$ cat src/verilog/rtc_defs.svh
/*
 * register offsets, reset values and timing counts
 * for the alarm, watchdog and square-wave section of the clock.
 * assumes byte-wide registers reached by an 8-bit register address.
 */
`ifndef RTC_DEFS_SVH
`define RTC_DEFS_SVH

// ==========================================================
// register offsets
`define RTC_ADDR_SECONDS 8'h01
`define RTC_ADDR_CENTURY_HOURS 8'h03
`define RTC_ADDR_CONTROL 8'h08
`define RTC_ADDR_WATCHDOG 8'h09
`define RTC_ADDR_ALARM_MONTH 8'h0a
`define RTC_ADDR_ALARM_DATE 8'h0b
`define RTC_ADDR_ALARM_HOUR 8'h0c
`define RTC_ADDR_ALARM_MIN 8'h0d
`define RTC_ADDR_ALARM_SEC 8'h0e
`define RTC_ADDR_FLAGS 8'h0f
`define RTC_ADDR_SQW_RATE 8'h13

// ==========================================================
// reset values after first power application
`define RTC_RST_CONTROL 8'h80
`define RTC_RST_WATCHDOG 7'h00
`define RTC_RST_ALARM_MONTH 8'h00
`define RTC_RST_ALARM_DATE 8'h00
`define RTC_RST_ALARM_HOUR 8'h40
`define RTC_RST_ALARM_MIN 8'h00
`define RTC_RST_ALARM_SEC 8'h00
`define RTC_RST_SQW_RATE 4'h0

// ==========================================================
// timing: watchdog base in oscillator periods, frequency-test divider bit index
`define RTC_WD_BASE_TICKS 2048
`define RTC_FTEST_BIT 5

`endif

$ cat src/verilog/rtc_pkg.sv
/*
 * types shared by the alarm, watchdog and square-wave block.
 * assumes the constants header is included by the design files.
 */
package rtc_pkg;

    // ======================================================
    // source steering the multi-function pin
    typedef enum logic [2:0] {
        RTC_SRC_RELEASE = 3'b000,
        RTC_SRC_SQW = 3'b001,
        RTC_SRC_ALARM = 3'b010,
        RTC_SRC_WDOG = 3'b011,
        RTC_SRC_FTEST = 3'b100,
        RTC_SRC_OUT = 3'b101
    } rtc_pin_src_t;

endpackage

$ cat src/verilog/rtc_event_ctrl.sv
/*
 * alarm comparator, watchdog, square-wave divider, century toggle and
 * multi-function pin arbitration of a serial real-time clock.
 * assumes the serial bus engine hands over decoded register reads and
 * writes with the live register pointer, and the calendar supplies
 * its BCD time plus a one-cycle tick whenever the seconds change.
 */
`timescale 1ns/1ps
`include "rtc_defs.svh"

module rtc_event_ctrl
    import rtc_pkg::*;
#(
    parameter int P_WD_BASE_TICKS = `RTC_WD_BASE_TICKS
)
(
    // clock and reset
    input wire logic i_core_clk,
    input wire logic i_reset_n,
    // oscillator and power state
    input wire logic i_osc_32k,
    input wire logic i_power_up,
    input wire logic i_backup_mode,
    // register access from the bus engine
    input wire logic [7:0] i_reg_addr,
    input wire logic [7:0] i_reg_wdata,
    input wire logic i_reg_wr,
    input wire logic i_reg_rd,
    input wire logic [7:0] i_reg_ptr,
    output logic [7:0] o_reg_rdata,
    // current time from the calendar, BCD
    input wire logic i_sec_tick,
    input wire logic i_century_tick,
    input wire logic [6:0] i_cur_sec,
    input wire logic [6:0] i_cur_min,
    input wire logic [5:0] i_cur_hour,
    input wire logic [5:0] i_cur_date,
    input wire logic [4:0] i_cur_month,
    // control bits for the calendar section
    output logic o_oscillator_halt_bit,
    output logic o_update_freeze_bit,
    output logic o_century_bit,
    // multi-function pin, open drain
    output logic o_multi_function_pin,
    output logic o_multi_function_pin_oe_n
);

    // ======================================================
    // helpers
    function automatic logic hit(input logic [7:0] a, input logic [7:0] r);
        hit = (a == r);
    endfunction

    // undefined codes fall back to every second
    function automatic logic [4:0] norm_rpt(input logic [4:0] r);
        unique case (r)
            5'h1f, 5'h1e, 5'h1c, 5'h18, 5'h10, 5'h00: norm_rpt = r;
            default: norm_rpt = 5'h1f;
        endcase
    endfunction

    // ======================================================
    // registers
    logic [7:0] control_q;
    logic [6:0] watchdog_q;
    logic [7:0] alarm_month_q;
    logic [7:0] alarm_date_q;
    logic [7:0] alarm_hour_q;
    logic [7:0] alarm_min_q;
    logic [7:0] alarm_sec_q;
    logic [3:0] square_wave_rate_sel_q;
    logic oscillator_halt_bit_q;
    logic century_toggle_enable_q;
    logic century_bit_q;
    logic alarm_flag_q;
    logic watchdog_flag_q;
    logic alarm_irq_q;
    logic wd_irq_q;
    logic [7:0] rdata_q;

    logic wr_en;
    logic rd_en;
    logic flags_read;
    logic wd_write;
    assign wr_en = i_reg_wr;
    assign rd_en = i_reg_rd;
    assign flags_read = rd_en && hit(i_reg_addr, `RTC_ADDR_FLAGS);
    assign wd_write = wr_en && hit(i_reg_addr, `RTC_ADDR_WATCHDOG);

    logic out_bit;
    logic freq_test_bit;
    logic alarm_irq_enable;
    logic square_wave_enable;
    logic alarm_backup_enable;
    logic update_freeze_bit;
    logic [4:0] watchdog_multiplier;
    logic [1:0] watchdog_resolution;
    assign out_bit = control_q[7];
    assign freq_test_bit = control_q[6];
    assign alarm_irq_enable = alarm_month_q[7];
    assign square_wave_enable = alarm_month_q[6];
    assign alarm_backup_enable = alarm_month_q[5];
    assign update_freeze_bit = alarm_hour_q[6];
    assign watchdog_multiplier = watchdog_q[6:2];
    assign watchdog_resolution = watchdog_q[1:0];

    // ======================================================
    // oscillator sync; the first stage feeds only the second
    logic osc_s1_q;
    logic osc_s2_q;
    logic osc_q;
    logic osc_tick;
    always_ff @(posedge i_core_clk or negedge i_reset_n)
    begin
        if (!i_reset_n)
        begin
            osc_s1_q <= 1'b0;
            osc_s2_q <= 1'b0;
            osc_q <= 1'b0;
        end
        else
        begin
            osc_s1_q <= i_osc_32k;
            osc_s2_q <= osc_s1_q;
            osc_q <= osc_s2_q;
        end
    end
    assign osc_tick = osc_s2_q && !osc_q;

    // ======================================================
    // control, enables and alarm fields
    always_ff @(posedge i_core_clk or negedge i_reset_n)
    begin
        if (!i_reset_n)
        begin
            control_q <= `RTC_RST_CONTROL;
            alarm_month_q <= `RTC_RST_ALARM_MONTH;
            alarm_date_q <= `RTC_RST_ALARM_DATE;
            alarm_hour_q <= `RTC_RST_ALARM_HOUR;
            alarm_min_q <= `RTC_RST_ALARM_MIN;
            alarm_sec_q <= `RTC_RST_ALARM_SEC;
            square_wave_rate_sel_q <= `RTC_RST_SQW_RATE;
            oscillator_halt_bit_q <= 1'b1;
        end
        else if (i_power_up)
        begin
            control_q[6] <= 1'b0;
            alarm_hour_q[6] <= 1'b1;
        end
        else if (wr_en)
        begin
            if (hit(i_reg_addr, `RTC_ADDR_SECONDS))
                oscillator_halt_bit_q <= i_reg_wdata[7];
            if (hit(i_reg_addr, `RTC_ADDR_CONTROL))
                control_q <= i_reg_wdata;
            if (hit(i_reg_addr, `RTC_ADDR_ALARM_MONTH))
                alarm_month_q <= i_reg_wdata;
            if (hit(i_reg_addr, `RTC_ADDR_ALARM_DATE))
                alarm_date_q <= i_reg_wdata;
            if (hit(i_reg_addr, `RTC_ADDR_ALARM_HOUR))
                alarm_hour_q <= i_reg_wdata;
            if (hit(i_reg_addr, `RTC_ADDR_ALARM_MIN))
                alarm_min_q <= i_reg_wdata;
            if (hit(i_reg_addr, `RTC_ADDR_ALARM_SEC))
                alarm_sec_q <= i_reg_wdata;
            if (hit(i_reg_addr, `RTC_ADDR_SQW_RATE))
                square_wave_rate_sel_q <= i_reg_wdata[7:4];
        end
    end

    // ======================================================
    // century bit
    always_ff @(posedge i_core_clk or negedge i_reset_n)
    begin
        if (!i_reset_n)
        begin
            century_toggle_enable_q <= 1'b0;
            century_bit_q <= 1'b0;
        end
        else if (wr_en && hit(i_reg_addr, `RTC_ADDR_CENTURY_HOURS))
        begin
            century_toggle_enable_q <= i_reg_wdata[7];
            century_bit_q <= i_reg_wdata[6];
        end
        else if (i_century_tick && century_toggle_enable_q)
            century_bit_q <= ~century_bit_q;
    end

    // ======================================================
    // alarm comparator
    logic [4:0] alarm_repeat_bits;
    logic [4:0] rpt;
    logic alarm_match;
    logic alarm_event;
    assign alarm_repeat_bits = {alarm_date_q[6], alarm_date_q[7],
        alarm_hour_q[7], alarm_min_q[7], alarm_sec_q[7]};
    assign rpt = norm_rpt(alarm_repeat_bits);
    // a field is compared only when its repeat bit is clear
    assign alarm_match = (rpt[0] || i_cur_sec == alarm_sec_q[6:0])
        && (rpt[1] || i_cur_min == alarm_min_q[6:0])
        && (rpt[2] || i_cur_hour == alarm_hour_q[5:0])
        && (rpt[3] || i_cur_date == alarm_date_q[5:0])
        && (rpt[4] || i_cur_month == alarm_month_q[4:0]);
    assign alarm_event = i_sec_tick && alarm_match;

    // a new event wins over a flags read in the same cycle
    always_ff @(posedge i_core_clk or negedge i_reset_n)
    begin
        if (!i_reset_n)
        begin
            alarm_flag_q <= 1'b0;
            alarm_irq_q <= 1'b0;
        end
        else if (alarm_event)
        begin
            alarm_flag_q <= 1'b1;
            alarm_irq_q <= alarm_irq_enable;
        end
        else if (flags_read)
        begin
            alarm_flag_q <= 1'b0;
            alarm_irq_q <= 1'b0;
        end
    end

    // ======================================================
    // watchdog
    logic [16:0] wd_pre_q;
    logic [4:0] wd_units_q;
    logic [16:0] wd_res_ticks;
    logic wd_unit_done;
    logic wd_timeout;
    // resolution steps by four: 1/16, 1/4, 1 and 4 seconds
    assign wd_res_ticks = 17'(P_WD_BASE_TICKS)
        << {watchdog_resolution, 1'b0};
    assign wd_unit_done = osc_tick && (wd_pre_q == wd_res_ticks - 17'h1);
    assign wd_timeout = wd_unit_done && !wd_irq_q
        && (watchdog_multiplier != 5'h00)
        && (wd_units_q + 5'h1 == watchdog_multiplier);

    always_ff @(posedge i_core_clk or negedge i_reset_n)
    begin
        if (!i_reset_n)
            watchdog_q <= `RTC_RST_WATCHDOG;
        else if (i_power_up)
            watchdog_q <= `RTC_RST_WATCHDOG;
        else if (wd_write)
            watchdog_q <= i_reg_wdata[6:0];
    end

    // counter stops once timed out, until a zero write or power-up releases it
    always_ff @(posedge i_core_clk or negedge i_reset_n)
    begin
        if (!i_reset_n)
        begin
            wd_pre_q <= 17'h0;
            wd_units_q <= 5'h0;
        end
        else if (wd_write || i_power_up || watchdog_multiplier == 5'h00)
        begin
            wd_pre_q <= 17'h0;
            wd_units_q <= 5'h0;
        end
        else if (osc_tick && !wd_irq_q)
        begin
            if (wd_unit_done)
            begin
                wd_pre_q <= 17'h0;
                wd_units_q <= wd_timeout ? 5'h0 : wd_units_q + 5'h1;
            end
            else
                wd_pre_q <= wd_pre_q + 17'h1;
        end
    end

    always_ff @(posedge i_core_clk or negedge i_reset_n)
    begin
        if (!i_reset_n)
            wd_irq_q <= 1'b0;
        else if (wd_timeout)
            wd_irq_q <= 1'b1;
        else if ((wd_write && i_reg_wdata == 8'h00) || i_power_up)
            wd_irq_q <= 1'b0;
    end

    always_ff @(posedge i_core_clk or negedge i_reset_n)
    begin
        if (!i_reset_n)
            watchdog_flag_q <= 1'b0;
        else if (wd_timeout)
            watchdog_flag_q <= 1'b1;
        else if (flags_read)
            watchdog_flag_q <= 1'b0;
    end

    // ======================================================
    // square wave divider, counts oscillator rising edges
    logic [14:0] sqw_div_q;
    logic sqw_level;
    always_ff @(posedge i_core_clk or negedge i_reset_n)
    begin
        if (!i_reset_n)
            sqw_div_q <= 15'h0;
        else if (osc_tick)
            sqw_div_q <= sqw_div_q + 15'h1;
    end

    // 16.384 kHz is skipped: code 2 already taps divide-by-four
    always_comb
    begin
        if (square_wave_rate_sel_q == 4'h0)
            sqw_level = 1'b1;
        else if (square_wave_rate_sel_q == 4'h1)
            sqw_level = osc_q;
        else
            sqw_level = sqw_div_q[square_wave_rate_sel_q - 4'h1];
    end

    // ======================================================
    // pin arbitration
    rtc_pin_src_t src_d;
    logic alarm_visible;
    logic wd_armed;
    assign alarm_visible = alarm_irq_q
        && !hit(i_reg_ptr, `RTC_ADDR_FLAGS);
    assign wd_armed = (watchdog_q != 7'h00);

    always_comb
    begin
        if (i_backup_mode)
            src_d = (alarm_irq_q && alarm_backup_enable && alarm_irq_enable)
                ? RTC_SRC_ALARM : RTC_SRC_RELEASE;
        else if (square_wave_enable)
            src_d = RTC_SRC_SQW;
        else if (alarm_irq_enable && alarm_visible)
            src_d = RTC_SRC_ALARM;
        else if (wd_irq_q)
            src_d = RTC_SRC_WDOG;
        else if (wd_armed || alarm_irq_enable)
            src_d = RTC_SRC_RELEASE;
        else if (freq_test_bit && !oscillator_halt_bit_q)
            src_d = RTC_SRC_FTEST;
        else if (!freq_test_bit)
            src_d = RTC_SRC_OUT;
        else
            src_d = RTC_SRC_RELEASE;
    end

    logic pin_low;
    always_comb
    begin
        unique case (src_d)
            RTC_SRC_SQW: pin_low = !sqw_level;
            RTC_SRC_ALARM: pin_low = 1'b1;
            RTC_SRC_WDOG: pin_low = 1'b1;
            RTC_SRC_FTEST: pin_low = !sqw_div_q[`RTC_FTEST_BIT];
            RTC_SRC_OUT: pin_low = !out_bit;
            default: pin_low = 1'b0;
        endcase
    end

    // open drain: only ever pulls low, released means enable high
    logic pin_oe_n_q;
    always_ff @(posedge i_core_clk or negedge i_reset_n)
    begin
        if (!i_reset_n)
            pin_oe_n_q <= 1'b1;
        else
            pin_oe_n_q <= !pin_low;
    end
    assign o_multi_function_pin = 1'b0;
    assign o_multi_function_pin_oe_n = pin_oe_n_q;

    // ======================================================
    // register read path
    always_ff @(posedge i_core_clk or negedge i_reset_n)
    begin
        if (!i_reset_n)
            rdata_q <= 8'h00;
        else if (rd_en)
        begin
            unique case (i_reg_addr)
                `RTC_ADDR_SECONDS:
                    rdata_q <= {oscillator_halt_bit_q, i_cur_sec};
                `RTC_ADDR_CENTURY_HOURS:
                    rdata_q <= {century_toggle_enable_q, century_bit_q,
                        i_cur_hour};
                `RTC_ADDR_CONTROL: rdata_q <= control_q;
                `RTC_ADDR_WATCHDOG: rdata_q <= {1'b0, watchdog_q};
                `RTC_ADDR_ALARM_MONTH: rdata_q <= alarm_month_q;
                `RTC_ADDR_ALARM_DATE: rdata_q <= alarm_date_q;
                `RTC_ADDR_ALARM_HOUR: rdata_q <= alarm_hour_q;
                `RTC_ADDR_ALARM_MIN: rdata_q <= alarm_min_q;
                `RTC_ADDR_ALARM_SEC: rdata_q <= alarm_sec_q;
                `RTC_ADDR_FLAGS:
                    rdata_q <= {watchdog_flag_q, alarm_flag_q, 6'h00};
                `RTC_ADDR_SQW_RATE:
                    rdata_q <= {square_wave_rate_sel_q, 4'h0};
                default: rdata_q <= 8'h00;
            endcase
        end
    end
    assign o_reg_rdata = rdata_q;
    assign o_oscillator_halt_bit = oscillator_halt_bit_q;
    assign o_update_freeze_bit = update_freeze_bit;
    assign o_century_bit = century_bit_q;
endmodule

$ cat config.mk
export PLATFORM = sky130hd
export DESIGN_NAME = rtc_event_ctrl
export DESIGN_NICKNAME = d
export VERILOG_FILES = /design/src/verilog/rtc_pkg.sv /design/src/verilog/rtc_event_ctrl.sv
export VERILOG_INCLUDE_DIRS = /design/src /design/src/verilog
export SDC_FILE = /design/constraint.sdc
export NUM_CORES = 1
export LEC_CHECK = 0
export ABC_CLOCK_PERIOD_IN_PS = 2400
export BUFFER_PORTS_ARGS = -buffer_cell sky130_fd_sc_hd__buf_2
export CORE_MARGIN = 4
export CORE_UTILIZATION = 45
export CTS_CLUSTER_DIAMETER = 40
export CTS_CLUSTER_SIZE = 40
export DETAILED_ROUTE_END_ITERATION = 10
export GPL_ROUTABILITY_DRIVEN = 0
export GPL_TIMING_DRIVEN = 0
export SETUP_SLACK_MARGIN = 0.5
export SYNTH_ARGS = -nofsm -noshare
export SYNTH_HDL_FRONTEND = slang
export SYNTH_SLANG_ARGS = --single-unit
$ cat constraint.sdc
create_clock -name i_core_clk -period 2.4 [get_ports i_core_clk]
set_input_delay 0.24 -clock i_core_clk [delete_from_list [all_inputs] [get_ports i_core_clk]]
set_output_delay 0.24 -clock i_core_clk [all_outputs]
set_load 0.02 [all_outputs]
# Yosys cells after proc, flatten, opt, wreduce, memory -nomap -nowiden
# Index checks and enable logic that the tools add are counted.
op_classes:
  div_mod_pow: 0
  mux: 38
  mul: 0
  n_eq_ne: 30
  order_cmp: 1
  addsub: 5
  reduce_logical: 67
  shift: 1
  bitwise: 2
op_table:
  columns: ["cell", "n"]
  rows:
  - ["8-bit case mux with 11 select lines", 1]
  - ["8-bit by 4-bit equality test with 1-bit output (second input constant)", 9]
  - ["17-bit two-way mux", 3]
  - ["7-bit two-way mux", 6]
  - ["5-bit equality test (second input constant)", 5]
  - ["5-bit two-way mux", 5]
  - ["3-bit AND reduction", 8]
  - ["1-bit logical AND", 21]
  - ["3-bit two-way mux", 7]
  - ["2-bit nonzero test", 10]
  - ["17-bit by 1-bit adder with 17-bit output (second input constant)", 1]
  - ["17-bit equality test", 1]
  - ["12-bit by 3-bit left shift with 17-bit output (first input constant)", 1]
  - ["17-bit by 1-bit subtractor with 17-bit output (second input constant)", 1]
  - ["15-bit by 1-bit adder with 15-bit output (second input constant)", 1]
  - ["7-bit equality test", 2]
  - ["1-bit two-way mux", 13]
  - ["6-bit equality test", 2]
  - ["5-bit equality test", 2]
  - ["5-bit zero test", 2]
  - ["1-bit logical OR", 9]
  - ["8-bit by 1-bit equality test with 1-bit output (second input constant)", 1]
  - ["8-bit by 2-bit equality test with 1-bit output (second input constant)", 1]
  - ["8-bit by 5-bit equality test with 1-bit output (second input constant)", 1]
  - ["19 further kinds", 31]
totals:
  word_cells: 169
  ram_bits: 0
  mem_bits_ro: 0
  inputBits: 64
  mem_count: 0
  regBits: 115
  latch_bits: 0

# Logic depth before layout (Yosys ltp)
depth:
  depth_word: 12
  mapped_depth: 10
  depth_no_buf: 8

# Worst setup path after synthesis
# OpenSTA, ideal clock, no wires.
synth_path:
  path_type: "register to register"
  from: "reg watchdog_q[1]"
  to: "reg wd_units_q[0]"
  path_slack_ns: 0.331
  required_ns: 2.275
  t_arrival_ns: 1.944
  path_stages_with_launch: 10
  synth_period_minus_slack_ns: 2.069
  path_cell_list: "dfrtp_1 > buf_6 > or2_1 > buf_6 > o31ai_4 > nand2_1 > or3_1 > clkbuf_2 > and2_4 > mux2_4"
synth_between:
  elab_chain_cells: 11
synth_lines:
  columns: ["element", "line", "source"]
  rows:
  - ["start: declaration", "rtc_event_ctrl.sv:65", "logic [6:0] watchdog_q;"]
  - ["start signal: assignment", "rtc_event_ctrl.sv:244", "watchdog_q <= `RTC_RST_WATCHDOG;"]
  - ["start signal: assignment", "rtc_event_ctrl.sv:246", "watchdog_q <= `RTC_RST_WATCHDOG;"]
  - ["start signal: assignment", "rtc_event_ctrl.sv:248", "watchdog_q <= i_reg_wdata[6:0];"]
  - ["12-bit by 3-bit left shift with 17-bit output *", "rtc_event_ctrl.sv:234", "assign wd_res_ticks = 17'(P_WD_BASE_TICKS)"]
  - ["17-bit by 1-bit subtractor with 17-bit output *", "rtc_event_ctrl.sv:236", "assign wd_unit_done = osc_tick && (wd_pre_q == wd_res_ticks - 17'h1);"]
  - ["17-bit equality test *", "rtc_event_ctrl.sv:236", null]
  - ["1-bit logical AND *", "rtc_event_ctrl.sv:236", null]
  - ["1-bit logical AND", "rtc_event_ctrl.sv:237", "assign wd_timeout = wd_unit_done && !wd_irq_q"]
  - ["1-bit logical AND", "rtc_event_ctrl.sv:238", "&& (watchdog_multiplier != 5'h00)"]
  - ["1-bit logical AND", "rtc_event_ctrl.sv:239", "&& (wd_units_q + 5'h1 == watchdog_multiplier);"]
  - ["5-bit two-way mux", "rtc_event_ctrl.sv:269", "wd_units_q <= wd_timeout ? 5'h0 : wd_units_q + 5'h1;"]
  - ["5-bit two-way mux", "rtc_event_ctrl.sv:266", "if (wd_unit_done)"]
  - ["5-bit two-way mux", "rtc_event_ctrl.sv:264", "else if (osc_tick && !wd_irq_q)"]
  - ["5-bit two-way mux", "rtc_event_ctrl.sv:259", "else if (wd_write || i_power_up || watchdog_multiplier == 5'h00)"]
  - ["end signal: assignment", "rtc_event_ctrl.sv:269", null]
  - ["end: declaration", "rtc_event_ctrl.sv:229", "logic [4:0] wd_units_q;"]
# Mark *: on every way between the ends. The rest lies on a longest branch, timed or not. The select of a mux whose other input is x is not followed.
# A chain may end at the register's enable or synchronous reset.

# Worst setup path in the final report
layout_path:
  from: "reg wd_pre_q[11]"
  to: "reg wd_units_q[0]"
layout_between:
  elab_chain_cells: 9
layout_lines:
  columns: ["element", "line", "source"]
  rows:
  - ["start: declaration", "rtc_event_ctrl.sv:228", "logic [16:0] wd_pre_q;"]
  - ["start signal: assignment", "rtc_event_ctrl.sv:272", "wd_pre_q <= wd_pre_q + 17'h1;"]
  - ["17-bit equality test *", "rtc_event_ctrl.sv:236", null]
  - ["1-bit logical AND *", "rtc_event_ctrl.sv:236", null]
  - ["1-bit logical AND", "rtc_event_ctrl.sv:237", null]
  - ["1-bit logical AND", "rtc_event_ctrl.sv:238", null]
  - ["1-bit logical AND", "rtc_event_ctrl.sv:239", null]
  - ["5-bit two-way mux", "rtc_event_ctrl.sv:269", null]
  - ["5-bit two-way mux", "rtc_event_ctrl.sv:266", null]
  - ["5-bit two-way mux", "rtc_event_ctrl.sv:264", null]
  - ["5-bit two-way mux", "rtc_event_ctrl.sv:259", null]
# Marked as above.

==> flow_summary.toml <==
[run_status]
status = "completed"

[critical_path]
cp.buffers_inverters = 2
crit_path_end_kind = "register"
slowest_stage = "or3_1"
cp.required_ns = 2.71
reg2reg_depth = 8
cp.arrival_ns = 2.45
path_delay_family = "simple AND/OR/NAND/NOR gates"
path_max_fanout = 9
critPathKind = "register to register"
rrSetupSlack_ns = 0.26
cpPeakStageDelay_ns = 0.38
r2r-start = "wd_pre_q[11]"
r2r_end = "wd_units_q[0]"
startpoint_type = "register"
crit_chain = "clkbuf_2 -> nor2b_1 -> o21ai_0 -> nand3_1 -> or3_1 -> clkbuf_8 -> and2_4 -> mux2_4"

[yosys]
yosys_register_bits = 115
synth_edf_count = 0
synthAdderAreaFrac_pct = 0.954
synth.area.top_cells = "dfrtp_1, mux2_2, xnor2_1, xor2_1, nand2_1"
synth_xor_area_share_pct = 9.56
synth_warnings = 0
syn_nets = 711
yosysTopAreaCell = "dfrtp_1"
async_flop_share_pct = 100
synth_seq_area_share_pct = 44.0
ys_types = 70
yosys.area_share.simple_pct = 16.8
synth_area_um2 = 6560
ys.flop_type = "dfrtp_1"
synth_top_family_by_area = "simple AND/OR/NAND/NOR gates"
synth_compound_area_share_pct = 12.0
syn_inst = 642
syn_area_per_cell_um2 = 10.2
synthMuxAreaShare_pct = 13.7
synth_top_area_share_pct = 42.4

[route]
routed_wl_mm = 19.2
viasPerCell = 5.90
detail-route-antenna-nets = 0
drt-pass1-iter-count = 5
drc = 0
vias = 5547
drt-initial-drc-count = 529
post_drt_wl_per_cell_um = 20.5

[grt]
grt_max_degree = 62
grt_first_pass_wirelength_mm = 30.6
grt_util_all_layers_pct = 23.9
antenna_found_initial = 0
grt_overflow = 0
grt_pass1_vias = 5712

[floorplan]
rows = 43
start_util_pct = 46.5
dieArea_um2 = 16600
pin_count = 77
die-height_um = 129
die_x_um = 129
core-area_um2 = 14100

[placement]
io_buffers = 69
dp_hpwl_mm = 13.8
preCtsSetupSlack_ns = -0.0217
place_inst = 892

[cells_and_area]
final_util_pct = 57.2
final_common_cell = "dfrtp_1"
mostFrequentLayoutCells = "dfrtp_1, buf_2, nand2_1"
fin_cells = 940
nets = 817
final_layout_size_suffix_gt1_share_pct = 31.2
diodes = 0
syn_to_final_growth_pct = 23.0

[power_and_ir_drop]
peakVddDrop_mv = 0.496
p_leak_nw = 3.58
power_density_nw_per_um2 = 650

[min_path]
hp-class = "input pin to register"
whs_path_depth = 3
worstHoldStart = "i_sec_tick"
min_to = "alarm_flag_q"

[sta]
setup_viol = 0
clock_skew_ns = 0.00858
grt_setup_unrepaired = "yes"
slew_violations = 0
max_freq_mhz = 467
tightest_slew_ns = 0.739
min_period_ns = 2.14
period_share_pct = 89.2
fin_hold_ws_ns = 0.0989
relSlewSlack_pct = 50.7
setup_tns_ns = 0
finalHoldViolations = 0
layout_setup_ws_ns = 0.260

[clock_network]
clock-sinks = 115
numCtsBuffers = 17
clock_latency_ns = 0.42
cts_max_path_buffers = 2
tritoncts = "done"
ctsHtreeMaxLevel = 4
path_clk_slew_ns = 0.06
cts_root_buffer = "clkbuf_16"

[job]
drv_cap = 0
## through the flow
stage	cell area (um2)	total power, mW
floorplan	6600	2.46
global placement	7170	2.69
detailed placement	7200	2.71
CTS	8000	5.28
global route	8070	5.43
finish	8070	5.24
## worst reg2reg max path, delay by kind of cell (launching register included)
kind	cells	cell delay, ns
flip-flops	1	0.35
multiplexers	1	0.26
buffers and inverters	2	0.33
AO/OA/AOI/OAI	1	0.22
AND/OR/NAND/NOR	4	0.88
## cells in the mapped netlist (4+ instances only)
library cell and instances:
xnor2_1 36, and2_1 4, o2111ai_1 4, a32o_1 4
nand3_1 20, nor3_1 14, nor2_1 48, nand2_1 63
a221oi_1 4, o22ai_1 5, nor2b_1 8, a22o_1 4
nand4_1 10, a21oi_1 24, or3_1 5, and3_1 12
buf_2 9, ha_1 5, clkbuf_1 19, o21ai_0 22
a22oi_1 8, mux4_2 4, mux2i_1 14, dfstp_2 4
mux2_2 58, o211ai_1 4, nor4_1 11, dfrtp_1 111
a31oi_1 8, xor2_1 33, inv_1 7
## layout make-up
class | count | area (um2)
plain buffers | 35 | 191
fillers | 1245 | 6030
inverters | 7 | 28.8
repair buffers | 87 | 512
clock buffers | 20 | 457
flip-flops and latches | 115 | 2880
multi-input cells | 485 | 3630
clock inverters | 11 | 135
well taps | 180 | 225
## sequential cells by signal, summed over array words and instances (netlist names), 4 cells and up
name                    flops
watchdog_q                  7
alarm_month_q               8
alarm_sec_q                 8
o_reg_rdata                 8
wd_pre_q                   17
alarm_date_q                8
square_wave_rate_sel_q      4
control_q                   8
wd_units_q                  5
alarm_hour_q                8
sqw_div_q                  15
alarm_min_q                 8
## where the power goes
part / switching, mW / internal (mW)
Combinational: 0.300 / 0.235
Sequential: 0.112 / 2.04
Clock: 0.888 / 1.67
## per-layer routing
metal | track usage [%] | up-vias | share of wire [%]
li1 | - | 2546 | -
met1 | 31.3 | 2749 | 42
met2 | 38.8 | 211 | 49
met3 | 5.44 | 41 | 6.2
met4 | 9.26 | 0 | 2.6
met5 | 0 | - | 0
## worst max path at each step
stage	end	cells past startpoint	from	slack, ns
floorplan	wd_units_q[0]	9	watchdog_q[0]	0.37
global placement	alarm_date_q[1]	1	i_reset_n	-0.40
detailed placement	wd_units_q[0]	8	wd_pre_q[0]	-0.02
CTS	wd_units_q[0]	9	watchdog_q[0]	0.28
global route	wd_units_q[0]	8	wd_pre_q[11]	0.13
finish	wd_units_q[0]	8	wd_pre_q[11]	0.26
## kinds of logic (layout without fill, tap and decap cells)
logic type	after synthesis	in the layout
other cells	1	1
xor+xnor	70	70
mux	77	77
simple gates	218	218
compound gates	114	114
flops	115	115
buf+inv	42	160
fa+ha+maj	5	5
## timing repair
| item | CTS | global route |
|---|---|---|
| hold buffers | 2 | 0 |
| pin swaps | 10 | 4 |
| endpoints found under the hold margin | 53 | 0 |
| setup endpoints to repair | 25 | 47 |
| buffers inserted | 15 | 0 |
| cloned | 0 | 0 |
| resized for setup | 19 | 24 |
(Power assumes the default switching activity.)
